<file path="src/hdl/dac_host_map.svh">
// offsets, field positions, reset values and timing counts of the serial dac host controller
`ifndef DAC_HOST_MAP_SVH
`define DAC_HOST_MAP_SVH

// =====================================================================
// register offsets (byte addresses, one aligned word each)
`define DH_CTRL_OFS      8'h00
`define DH_TXDATA_OFS    8'h04
`define DH_STATUS_OFS    8'h08
`define DH_RXDATA_OFS    8'h0c
`define DH_WRDIV_OFS     8'h10
`define DH_RDDIV_OFS     8'h14

// =====================================================================
// field positions
`define DH_CTRL_VAR14_BIT    0
`define DH_STAT_BUSY_BIT     0
`define DH_STAT_PACE_BIT     1
`define DH_STAT_RXVALID_BIT  2
`define DH_STAT_RDPEND_BIT   3

// =====================================================================
// frame layout
`define DH_FRAME_BITS    5'd24
`define DH_MODE_SPECIAL  2'b00
`define DH_FUNC_RDSEL    6'h05
`define DH_PAD_MASK      24'hfffffc

// =====================================================================
// timing: rates in kHz, times in ns, cycle counts derived from them
`define DH_MCLK_KHZ       200000
`define DH_SCLK_WR_KHZ    50000
`define DH_SCLK_RD_KHZ    20000
`define DH_WR_HALF_CYC    ((`DH_MCLK_KHZ + 2 * `DH_SCLK_WR_KHZ - 1) / (2 * `DH_SCLK_WR_KHZ))
`define DH_RD_HALF_CYC    ((`DH_MCLK_KHZ + 2 * `DH_SCLK_RD_KHZ - 1) / (2 * `DH_SCLK_RD_KHZ))
`define DH_STAGE_NS       600
`define DH_STAGE_CYC      ((`DH_STAGE_NS * `DH_MCLK_KHZ + 999999) / 1000000)

// =====================================================================
// reset values
`define DH_CTRL_RST      1'b0
`define DH_WRDIV_RST     8'(`DH_WR_HALF_CYC)
`define DH_RDDIV_RST     8'(`DH_RD_HALF_CYC)

`endif

</file>
<file path="src/hdl/dac_host_pkg.sv">
// types shared by the serial dac host controller modules
package dac_host_pkg;

  // =====================================================================
  // frame sequencer states
  typedef enum logic [2:0] {
    ST_IDLE,
    ST_SETUP,
    ST_LOW,
    ST_HIGH,
    ST_HOLD,
    ST_GAP
  } fsm_t;

  // pins driven toward the converter
  typedef struct packed {
    logic syncN;
    logic serialClk;
    logic serialIn;
  } spi_pins_t;

  // apb answer group
  typedef struct packed {
    logic        pready;
    logic        pslverr;
    logic [31:0] prdata;
  } apb_resp_t;

  // whole state of the controller
  typedef struct packed {
    fsm_t        st;
    logic [4:0]  bitCnt;
    logic [23:0] txSh;
    logic [23:0] rxSh;
    logic [23:0] rxData;
    logic        rxValid;
    logic        rdPend;
    logic        curRead;
    logic        curSelect;
    logic        curWrite;
    logic [5:0]  curAddr;
    logic        var14;
    logic [7:0]  wrDiv;
    logic [7:0]  rdDiv;
    logic [11:0] pace;
    spi_pins_t   pins;
    apb_resp_t   apb;
  } host_state_t;

  // divider state
  typedef struct packed {
    logic [7:0] cnt;
    logic       tick;
  } div_state_t;

  // synchroniser state
  typedef struct packed {
    logic ff1;
    logic ff2;
    logic ff3;
    logic level;
  } sync_state_t;

endpackage

</file>
<file path="src/hdl/dac_serial_host.sv">
// host controller that drives the 24-bit serial port of a 32-channel dac
//
// Our own choices: the placing of the registers and register access over APB.
module dac_serial_host (
  // clock and reset
  input  wire logic        mclk,
  input  wire logic        srst,
  // apb slave
  input  wire logic [7:0]  paddr,
  input  wire logic        psel,
  input  wire logic        penable,
  input  wire logic        pwrite,
  input  wire logic [31:0] pwdata,
  output logic      [31:0] prdata,
  output logic             pready,
  output logic             pslverr,
  // converter serial pins
  output logic             syncN,
  output logic             serialClk,
  output logic             serialIn,
  input  wire logic        serialOut
);

`include "dac_host_map.svh"

  dac_host_pkg::host_state_t s_r;
  dac_host_pkg::host_state_t s_nxt;

  logic       tick;
  logic       outSync;
  logic       startFrame;
  logic [7:0] halfSel;
  logic       apbSetup;
  logic       apbWrite;
  logic       apbRead;

  // =====================================================================
  // channel count of a write frame, used for pacing
  function automatic logic [5:0] chanCount(input logic [5:0] addr);
    logic [2:0] upper;
    logic [2:0] lower;
    upper = addr[5:3];
    lower = addr[2:0];
    chanCount = 6'h00;
    case (upper)
      3'b000: begin
        if (lower == 3'b000) begin
          chanCount = 6'h20;
        end else if (lower <= 3'b100) begin
          chanCount = 6'h08;
        end else begin
          chanCount = 6'h00;
        end
      end
      3'b001, 3'b010, 3'b011, 3'b100: chanCount = 6'h01;
      3'b110: chanCount = 6'h04;
      3'b111: chanCount = 6'h03;
      default: chanCount = 6'h00;
    endcase
  endfunction

  // =====================================================================
  // helpers
  pin_sync u_sync (
    .mclk (mclk),
    .srst (srst),
    .din  (serialOut),
    .dout (outSync)
  );

  // readback frames run on the slower divider
  assign halfSel = s_r.curRead ? s_r.rdDiv : s_r.wrDiv;

  tick_divider u_div (
    .mclk       (mclk),
    .srst       (srst),
    .restart    (startFrame),
    .halfCycles (halfSel),
    .tick       (tick)
  );

  // apb phases; request taken on the access edge with pready high
  assign apbSetup = psel && !penable;
  assign apbWrite = psel && penable && s_r.apb.pready && pwrite;
  assign apbRead  = psel && penable && s_r.apb.pready && !pwrite;
  assign startFrame = apbWrite && (paddr == `DH_TXDATA_OFS) && (s_r.st == dac_host_pkg::ST_IDLE);

  // =====================================================================
  // next state
  always_comb begin
    logic [23:0] frame;
    logic [5:0]  chans;
    frame = pwdata[23:0];
    chans = 6'h00;
    s_nxt = s_r;

    // pacing counter runs down every cycle
    if (s_r.pace != 12'h000) begin
      s_nxt.pace = 12'(s_r.pace - 12'h001);
    end

    // ---------------- apb answer ----------------
    s_nxt.apb.pready  = 1'b0;
    s_nxt.apb.pslverr = 1'b0;
    if (apbSetup) begin
      s_nxt.apb.pready = 1'b1;
      s_nxt.apb.prdata = 32'h00000000;
      case (paddr)
        `DH_CTRL_OFS:   s_nxt.apb.prdata[`DH_CTRL_VAR14_BIT] = s_r.var14;
        `DH_TXDATA_OFS: s_nxt.apb.prdata[23:0] = s_r.txSh;
        `DH_STATUS_OFS: begin
          s_nxt.apb.prdata[`DH_STAT_BUSY_BIT]    = (s_r.st != dac_host_pkg::ST_IDLE);
          s_nxt.apb.prdata[`DH_STAT_PACE_BIT]    = (s_r.pace != 12'h000);
          s_nxt.apb.prdata[`DH_STAT_RXVALID_BIT] = s_r.rxValid;
          s_nxt.apb.prdata[`DH_STAT_RDPEND_BIT]  = s_r.rdPend;
        end
        `DH_RXDATA_OFS: s_nxt.apb.prdata[23:0] = s_r.rxData;
        `DH_WRDIV_OFS:  s_nxt.apb.prdata[7:0]  = s_r.wrDiv;
        `DH_RDDIV_OFS:  s_nxt.apb.prdata[7:0]  = s_r.rdDiv;
        default:        s_nxt.apb.pslverr      = 1'b1;
      endcase
    end

    // register writes; a zero written to a divider floors at one
    if (apbWrite) begin
      case (paddr)
        `DH_CTRL_OFS:  s_nxt.var14 = pwdata[`DH_CTRL_VAR14_BIT];
        `DH_WRDIV_OFS: s_nxt.wrDiv = (pwdata[7:0] == 8'h00) ? 8'h01 : pwdata[7:0];
        `DH_RDDIV_OFS: s_nxt.rdDiv = (pwdata[7:0] == 8'h00) ? 8'h01 : pwdata[7:0];
        default: ;
      endcase
    end

    // reading the receive word consumes it
    if (apbRead && paddr == `DH_RXDATA_OFS) begin
      s_nxt.rxValid = 1'b0;
    end

    // ---------------- frame sequencer ----------------
    case (s_r.st)
      dac_host_pkg::ST_IDLE: begin
        s_nxt.pins.syncN     = 1'b1;
        s_nxt.pins.serialClk = 1'b1;
        if (startFrame) begin
          if (s_r.var14) begin
            frame = frame & `DH_PAD_MASK;
          end
          s_nxt.txSh      = 24'(frame << 1);
          s_nxt.pins.serialIn = frame[23];
          s_nxt.curAddr   = frame[21:16];
          s_nxt.curWrite  = (frame[23:22] != `DH_MODE_SPECIAL);
          s_nxt.curSelect = (frame[23:22] == `DH_MODE_SPECIAL) &&
                            (frame[21:16] == `DH_FUNC_RDSEL);
          s_nxt.curRead   = s_r.rdPend || s_nxt.curSelect;
          s_nxt.bitCnt    = 5'd0;
          s_nxt.rxSh      = 24'h000000;
          s_nxt.pins.syncN = 1'b0;
          s_nxt.st        = dac_host_pkg::ST_SETUP;
        end
      end
      dac_host_pkg::ST_SETUP: begin
        // data settles for one half period before the first fall
        if (tick) begin
          s_nxt.pins.serialClk = 1'b0;
          s_nxt.bitCnt = 5'(s_r.bitCnt + 5'd1);
          s_nxt.st     = dac_host_pkg::ST_LOW;
        end
      end
      dac_host_pkg::ST_LOW: begin
        if (tick) begin
          // sample late in the low half so the device output has settled
          s_nxt.rxSh = {s_r.rxSh[22:0], outSync};
          s_nxt.pins.serialClk = 1'b1;
          if (s_r.bitCnt == `DH_FRAME_BITS) begin
            s_nxt.st = dac_host_pkg::ST_HOLD;
          end else begin
            s_nxt.pins.serialIn = s_r.txSh[23];
            s_nxt.txSh = 24'(s_r.txSh << 1);
            s_nxt.st   = dac_host_pkg::ST_HIGH;
          end
        end
      end
      dac_host_pkg::ST_HIGH: begin
        if (tick) begin
          s_nxt.pins.serialClk = 1'b0;
          s_nxt.bitCnt = 5'(s_r.bitCnt + 5'd1);
          s_nxt.st     = dac_host_pkg::ST_LOW;
        end
      end
      dac_host_pkg::ST_HOLD: begin
        // gated clock of exactly 24 pulses: sync may rise once the earlier write has settled
        if (tick && s_r.pace == 12'h000) begin
          s_nxt.pins.syncN = 1'b1;
          if (s_r.curWrite) begin
            chans = chanCount(s_r.curAddr);
            s_nxt.pace = 12'(chans * 12'(`DH_STAGE_CYC));
          end
          if (s_r.rdPend) begin
            s_nxt.rxData  = s_r.var14 ? (s_r.rxSh & `DH_PAD_MASK) : s_r.rxSh;
            s_nxt.rxValid = 1'b1;                         // set wins over the read clear
          end
          s_nxt.rdPend = s_r.curSelect;
          s_nxt.st     = dac_host_pkg::ST_GAP;
        end
      end
      dac_host_pkg::ST_GAP: begin
        // sync stays high for one half period before another frame
        if (tick) begin
          s_nxt.curRead = 1'b0;
          s_nxt.st      = dac_host_pkg::ST_IDLE;
        end
      end
      default: begin
        s_nxt.st = dac_host_pkg::ST_IDLE;
      end
    endcase
  end

  // =====================================================================
  // state register
  always_ff @(posedge mclk) begin
    if (srst) begin
      s_r                <= '0;
      s_r.st             <= dac_host_pkg::ST_IDLE;
      s_r.var14          <= `DH_CTRL_RST;
      s_r.wrDiv          <= `DH_WRDIV_RST;
      s_r.rdDiv          <= `DH_RDDIV_RST;
      s_r.pins.syncN     <= 1'b1;
      s_r.pins.serialClk <= 1'b1;
    end else begin
      s_r <= s_nxt;
    end
  end

  // =====================================================================
  // outputs straight from the state register
  assign prdata    = s_r.apb.prdata;
  assign pready    = s_r.apb.pready;
  assign pslverr   = s_r.apb.pslverr;
  assign syncN     = s_r.pins.syncN;
  assign serialClk = s_r.pins.serialClk;
  assign serialIn  = s_r.pins.serialIn;

endmodule

</file>
<file path="src/hdl/pin_sync.sv">
// three-flop synchroniser with agreement filter for a pin input
module pin_sync (
  // clock and reset
  input  wire logic mclk,
  input  wire logic srst,
  // pin and result
  input  wire logic din,
  output logic      dout
);

  dac_host_pkg::sync_state_t s_r;
  dac_host_pkg::sync_state_t s_nxt;

  // =====================================================================
  // first flop feeds only the second; level moves once flops 2 and 3 agree
  always_comb begin
    s_nxt     = s_r;
    s_nxt.ff1 = din;
    s_nxt.ff2 = s_r.ff1;
    s_nxt.ff3 = s_r.ff2;
    if (s_r.ff2 == s_r.ff3) begin
      s_nxt.level = s_r.ff3;
    end
  end

  always_ff @(posedge mclk) begin
    if (srst) begin
      s_r <= '0;
    end else begin
      s_r <= s_nxt;
    end
  end

  assign dout = s_r.level;

endmodule

</file>
<file path="src/hdl/tick_divider.sv">
// half-period enable divider for the serial clock
module tick_divider (
  // clock and reset
  input  wire logic       mclk,
  input  wire logic       srst,
  // control
  input  wire logic       restart,
  input  wire logic [7:0] halfCycles,
  // enable out
  output logic            tick
);

  dac_host_pkg::div_state_t s_r;
  dac_host_pkg::div_state_t s_nxt;

  // =====================================================================
  // count to halfCycles, then pulse for one cycle
  always_comb begin
    s_nxt      = s_r;
    s_nxt.tick = 1'b0;
    if (restart) begin
      s_nxt.cnt = 8'h00;
    end else if (8'(s_r.cnt + 8'h01) >= halfCycles) begin
      s_nxt.cnt  = 8'h00;
      s_nxt.tick = 1'b1;
    end else begin
      s_nxt.cnt = 8'(s_r.cnt + 8'h01);
    end
  end

  always_ff @(posedge mclk) begin
    if (srst) begin
      s_r <= '0;
    end else begin
      s_r <= s_nxt;
    end
  end

  assign tick = s_r.tick;

endmodule

</file>
<file path="config.mk">
export PLATFORM = sky130hd
export DESIGN_NAME = dac_serial_host
export DESIGN_NICKNAME = d
export VERILOG_FILES = /design/src/hdl/dac_host_pkg.sv /design/src/hdl/dac_serial_host.sv /design/src/hdl/pin_sync.sv /design/src/hdl/tick_divider.sv
export VERILOG_INCLUDE_DIRS = /design/src /design/src/hdl
export SDC_FILE = /design/constraint.sdc
export NUM_CORES = 1
export LEC_CHECK = 0
export BUFFER_PORTS_ARGS = -buffer_cell sky130_fd_sc_hd__buf_2
export CAP_MARGIN = 20
export CELL_PAD_IN_SITES_DETAIL_PLACEMENT = 1
export CELL_PAD_IN_SITES_GLOBAL_PLACEMENT = 2
export CORE_MARGIN = 4
export CORE_UTILIZATION = 39
export CTS_CLUSTER_DIAMETER = 150
export DETAILED_ROUTE_END_ITERATION = 12
export GPL_ROUTABILITY_DRIVEN = 0
export GPL_TIMING_DRIVEN = 0
export MAX_ROUTING_LAYER = met4
export PLACE_DENSITY = 0.95
export SLEW_MARGIN = 5
export SYNTH_ARGS = -nofsm -noshare
export SYNTH_HDL_FRONTEND = slang
export SYNTH_HIERARCHICAL = 1
export SYNTH_SLANG_ARGS = --single-unit
</file>
<file path="constraint.sdc">
create_clock -name mclk -period 7.45 [get_ports mclk]
set_input_delay 1.1175 -clock mclk [delete_from_list [all_inputs] [get_ports mclk]]
set_output_delay 1.1175 -clock mclk [all_outputs]
set_load 0.01 [all_outputs]
</file>
==> results.md <==
* Setup TNS at 0 ps
* HP Class: reg -> reg
* Largest net degree at the start of global routing at 17
* Total gr overflow at 0
* H-Tree Depth at 4
* Vias in the first global route at about 7000
* Routed WL at between 20000 and 25000 um
* CTS resizes at 0
* CTS tree: done
* Status: completed
* Hold Slack at 457 ps
* Avg Inst Size Synth at approximately 8.9 sq um
* First-pass GRT wire length at between 30000 and 40000 um
* Clk slew on worst S/H paths at around 70 ps
* Slew Viols, Final at 0
* Rel. slew slack at 42.2%
* Clock Skew at roughly 14 ps
* DIE WIDTH at around 150 um
* Core ar. at 20200 sq um
* GRT Total Usage at a little over a fifth
* Post-CTS setup buffers at 0
* Leak at between 3 and 4 nW
* Async set-reset flop share out of synthesis at 0%
* Drt drc at 0
* Antenna diodes at 0
* Post-synth EDFFs at 0
* Crit path kind: reg -> reg
* CTS Root Cell: clkbuf_16
* Initial antenna violation count at 0
* Syn Inst Count at 908
* Area Growth Syn to Fin at 16.3%
* Final worst-path cycle share at 47.7%
* Layout cells sized above 1 at about a fifth
* CP Max Fanout at 7
* Vias post-DR at 6864
* Post-route minimum period at 3560 ps
* Arrival @ worst endpoint at roughly 3900 ps
* Final layout net count at between 1000 and 1500
* Worst VDD drop at 0.000169 V
* CTS sink count at between 150 and 200
* Iter 0 DRT Violations at 326
* Routed Antenna Nets at 0
* Via density at approximately 5.3
* Critical Path Start Type: flop
* Synth Flop Type: dfxtp_1
* Crit path required time at ~7800 ps
* Drt pass-1 iters at 5
* CTS Hold Bufs at 0
* RSZ-0062 raised after global routing: false
* Yosys warns at 6
* Hpwl dp at around 17000 um
* F_max at between 200 and 300 MHz
* Inserted Clock Buffers at 17
* Die area at roughly 23000 sq um
* Max capacitance violation total at 0
* Synth Cell Area at 8040 sq um
* Library cells used by synthesis at 73
* FP Rows at between 50 and 60
* Starting density of the core at 39.7%
* Wire length per cell at around 18 um
* Max clock buf depth at 2
* I/O Buffers at 66
* Register area share after synthesis at between 40% and 50%
* Clock latency on the worst-skew pair at approximately 440 ps
* Total I/O pin count at slightly above 80
* Critical Path Sink Type: flop
* Final hold vios at 0
* Setup Viol. Count Final at 0
* Die Ht at ~150 um
* FF+latch count, synth at roughly 160
* PwrDens at 241 nW/um^2
* Worst slew pin tran at between 800 and 900 ps
logic make-up after synthesis:
logic type / count (synthesis) / share of synthesized area (%)
adders and majority gates: 29 / 4.79
other: 1 / 0.0466
xor gates and xnor gates: 16 / 1.74
buffers and inverters: 116 / 7.27
muxes: 83 / 10.8
AOI/OAI and AO/OA: 177 / 14.9
and+or+nand+nor: 325 / 20.4
DFF: 161 / 40.1
report_power, final:
| part | switching [W] | internal (W) | total [W] |
|---|---|---|---|
| logic | 0.000236 | 0.000166 | 0.000401 |
| clock network | 0.000385 | 0.000530 | 0.000916 |
| registers | 0.0000385 | 0.000896 | 0.000935 |
| total | 0.000659 | 0.00159 | 0.00225 |
area by class of cell:
cell class                      instances  area [sq um]
Multi-Input combinational cell        638          4260
Clock inverter                         11           143
Inverter                               27           101
Tap cell                              270           338
Fill cell                            2397         10900
Sequential cell                       161          3220
Buffer                                 89           483
Clock buffer                           21           470
Timing Repair Buffer                   66           330
state kept, by name, summed over array words and instances, names as in the netlist:
| signal | count |
|---|---|
| prdata | 24 |
| pready | 1 |
| pslverr | 1 |
| s_r | 119 |
| serialClk | 1 |
| serialIn | 1 |
| syncN | 1 |
| u_div/s_r | 8 |
| u_div/tick | 1 |
| u_sync/dout | 1 |
| u_sync/s_nxt | 2 |
| u_sync/s_r | 1 |
per-stage QoR:
stage | std cells | setup WS [ps] | power (W) | cell area (sq um) | utilization [%]
2_1_floorplan | 915 | 4240 | 0.00125 | 8070 | -
3_3_place_gp | 1251 | 3730 | 0.00134 | 8730 | 43.2
3_5_place_dp | 1251 | 3670 | 0.00135 | 8730 | 43.2
4_1_cts | 1283 | 3880 | 0.00227 | 9350 | 46.2
5_1_grt | 1283 | 3650 | 0.00235 | 9350 | 46.2
6_report | 1283 | 3890 | 0.00225 | 9350 | 46.2
critical path, stage by stage, from the launching register on:
cell and delay [ps]:
dfxtp_1 450, nand2_1 70, or2_2 300, ha_1 210, nand2_1 70, nand2_1 50, a21o_1 230, ha_1 290
xnor2_1 150, ha_1 180, or2_2 300, ha_1 340, a211o_1 330, o211ai_1 120, a21oi_1 110, nand3_1 90
o221ai_1 120
metal layers:
metal  vias to the layer above  routed length (um)  track usage, %
met5                         -                   0               -
met4                         0                 194            4.00
met3                        19                 564            3.96
met2                        82               11900            37.1
met1                      3391               10300            25.5
li1                       3372                   -               -
layout by cell type, fill, tap and decap left out, types with 4 or more instances in the layout:
| cell | n |
|---|---|
| dfxtp_1 | 161 |
| nand2_1 | 93 |
| nor2_1 | 85 |
| buf_2 | 77 |
| a21oi_1 | 75 |
| nand3_1 | 59 |
| mux2i_1 | 55 |
| clkbuf_1 | 38 |
| buf_4 | 34 |
| mux2_2 | 28 |
| inv_1 | 26 |
| ha_1 | 26 |
| a211oi_1 | 18 |
| clkbuf_16 | 17 |
| nor3_1 | 16 |
| a22oi_1 | 16 |
| o21ai_0 | 13 |
| a211oi_2 | 10 |
| xnor2_1 | 8 |
| xor2_1 | 8 |
| conb_1 | 8 |
| nand4b_1 | 6 |
| or2_2 | 6 |
| buf_1 | 6 |
| nor2b_1 | 6 |
| nor3b_2 | 6 |
| nand2b_1 | 5 |
| nor3b_1 | 5 |
| a211o_1 | 5 |
| nand4_1 | 5 |
| o22ai_1 | 5 |
| a22o_1 | 5 |
| a21o_1 | 4 |
| or3_1 | 4 |
Yosys cell counts, types with 3 or more instances:
master	number	area share [%]
a211o_1	5	0.54
nor4_1	3	0.23
a211oi_2	10	1.6
nor3b_2	6	0.93
mux2i_1	55	6.8
o21ai_0	13	0.81
a21o_1	4	0.37
nor2_1	85	4.0
dfxtp_1	161	40
clkbuf_1	37	1.7
or2_2	6	0.47
nor3_1	16	1.0
a211oi_1	18	1.7
inv_1	26	1.2
o21ai_1	3	0.19
nand3_1	59	3.7
a21oi_1	75	4.7
mux2_2	28	3.9
or3_1	4	0.31
and2_1	3	0.23
buf_4	34	3.2
a22oi_1	16	1.5
ha_1	26	4.0
nand2b_1	5	0.39
xor2_1	8	0.87
o22ai_1	5	0.39
a22o_1	5	0.54
buf_1	6	0.28
or4_1	3	0.28
nand4_1	5	0.39
a221oi_1	3	0.33
xnor2_1	8	0.87
buf_2	11	0.68
fa_1	3	0.75
nor2b_1	6	0.47
nor3b_1	5	0.47
nand4b_1	6	0.65
nand2_1	93	4.3
final timing paths:
path                            cells past startpoint                 start                   end  slack (ps)
worst max-delay path                               16  s_r[71]$_SDFFE_PP0P_    s_r[48]$_SDFF_PP0_        3890
worst min-delay path                                2  s_r[85]$_SDFFE_PP0P_  s_r[85]$_SDFFE_PP0P_         460
worst max register to register                     16  s_r[71]$_SDFFE_PP0P_    s_r[48]$_SDFF_PP0_        3890
worst min register to register                      2  s_r[85]$_SDFFE_PP0P_  s_r[85]$_SDFFE_PP0P_         460
(Power assumes the default switching activity.)
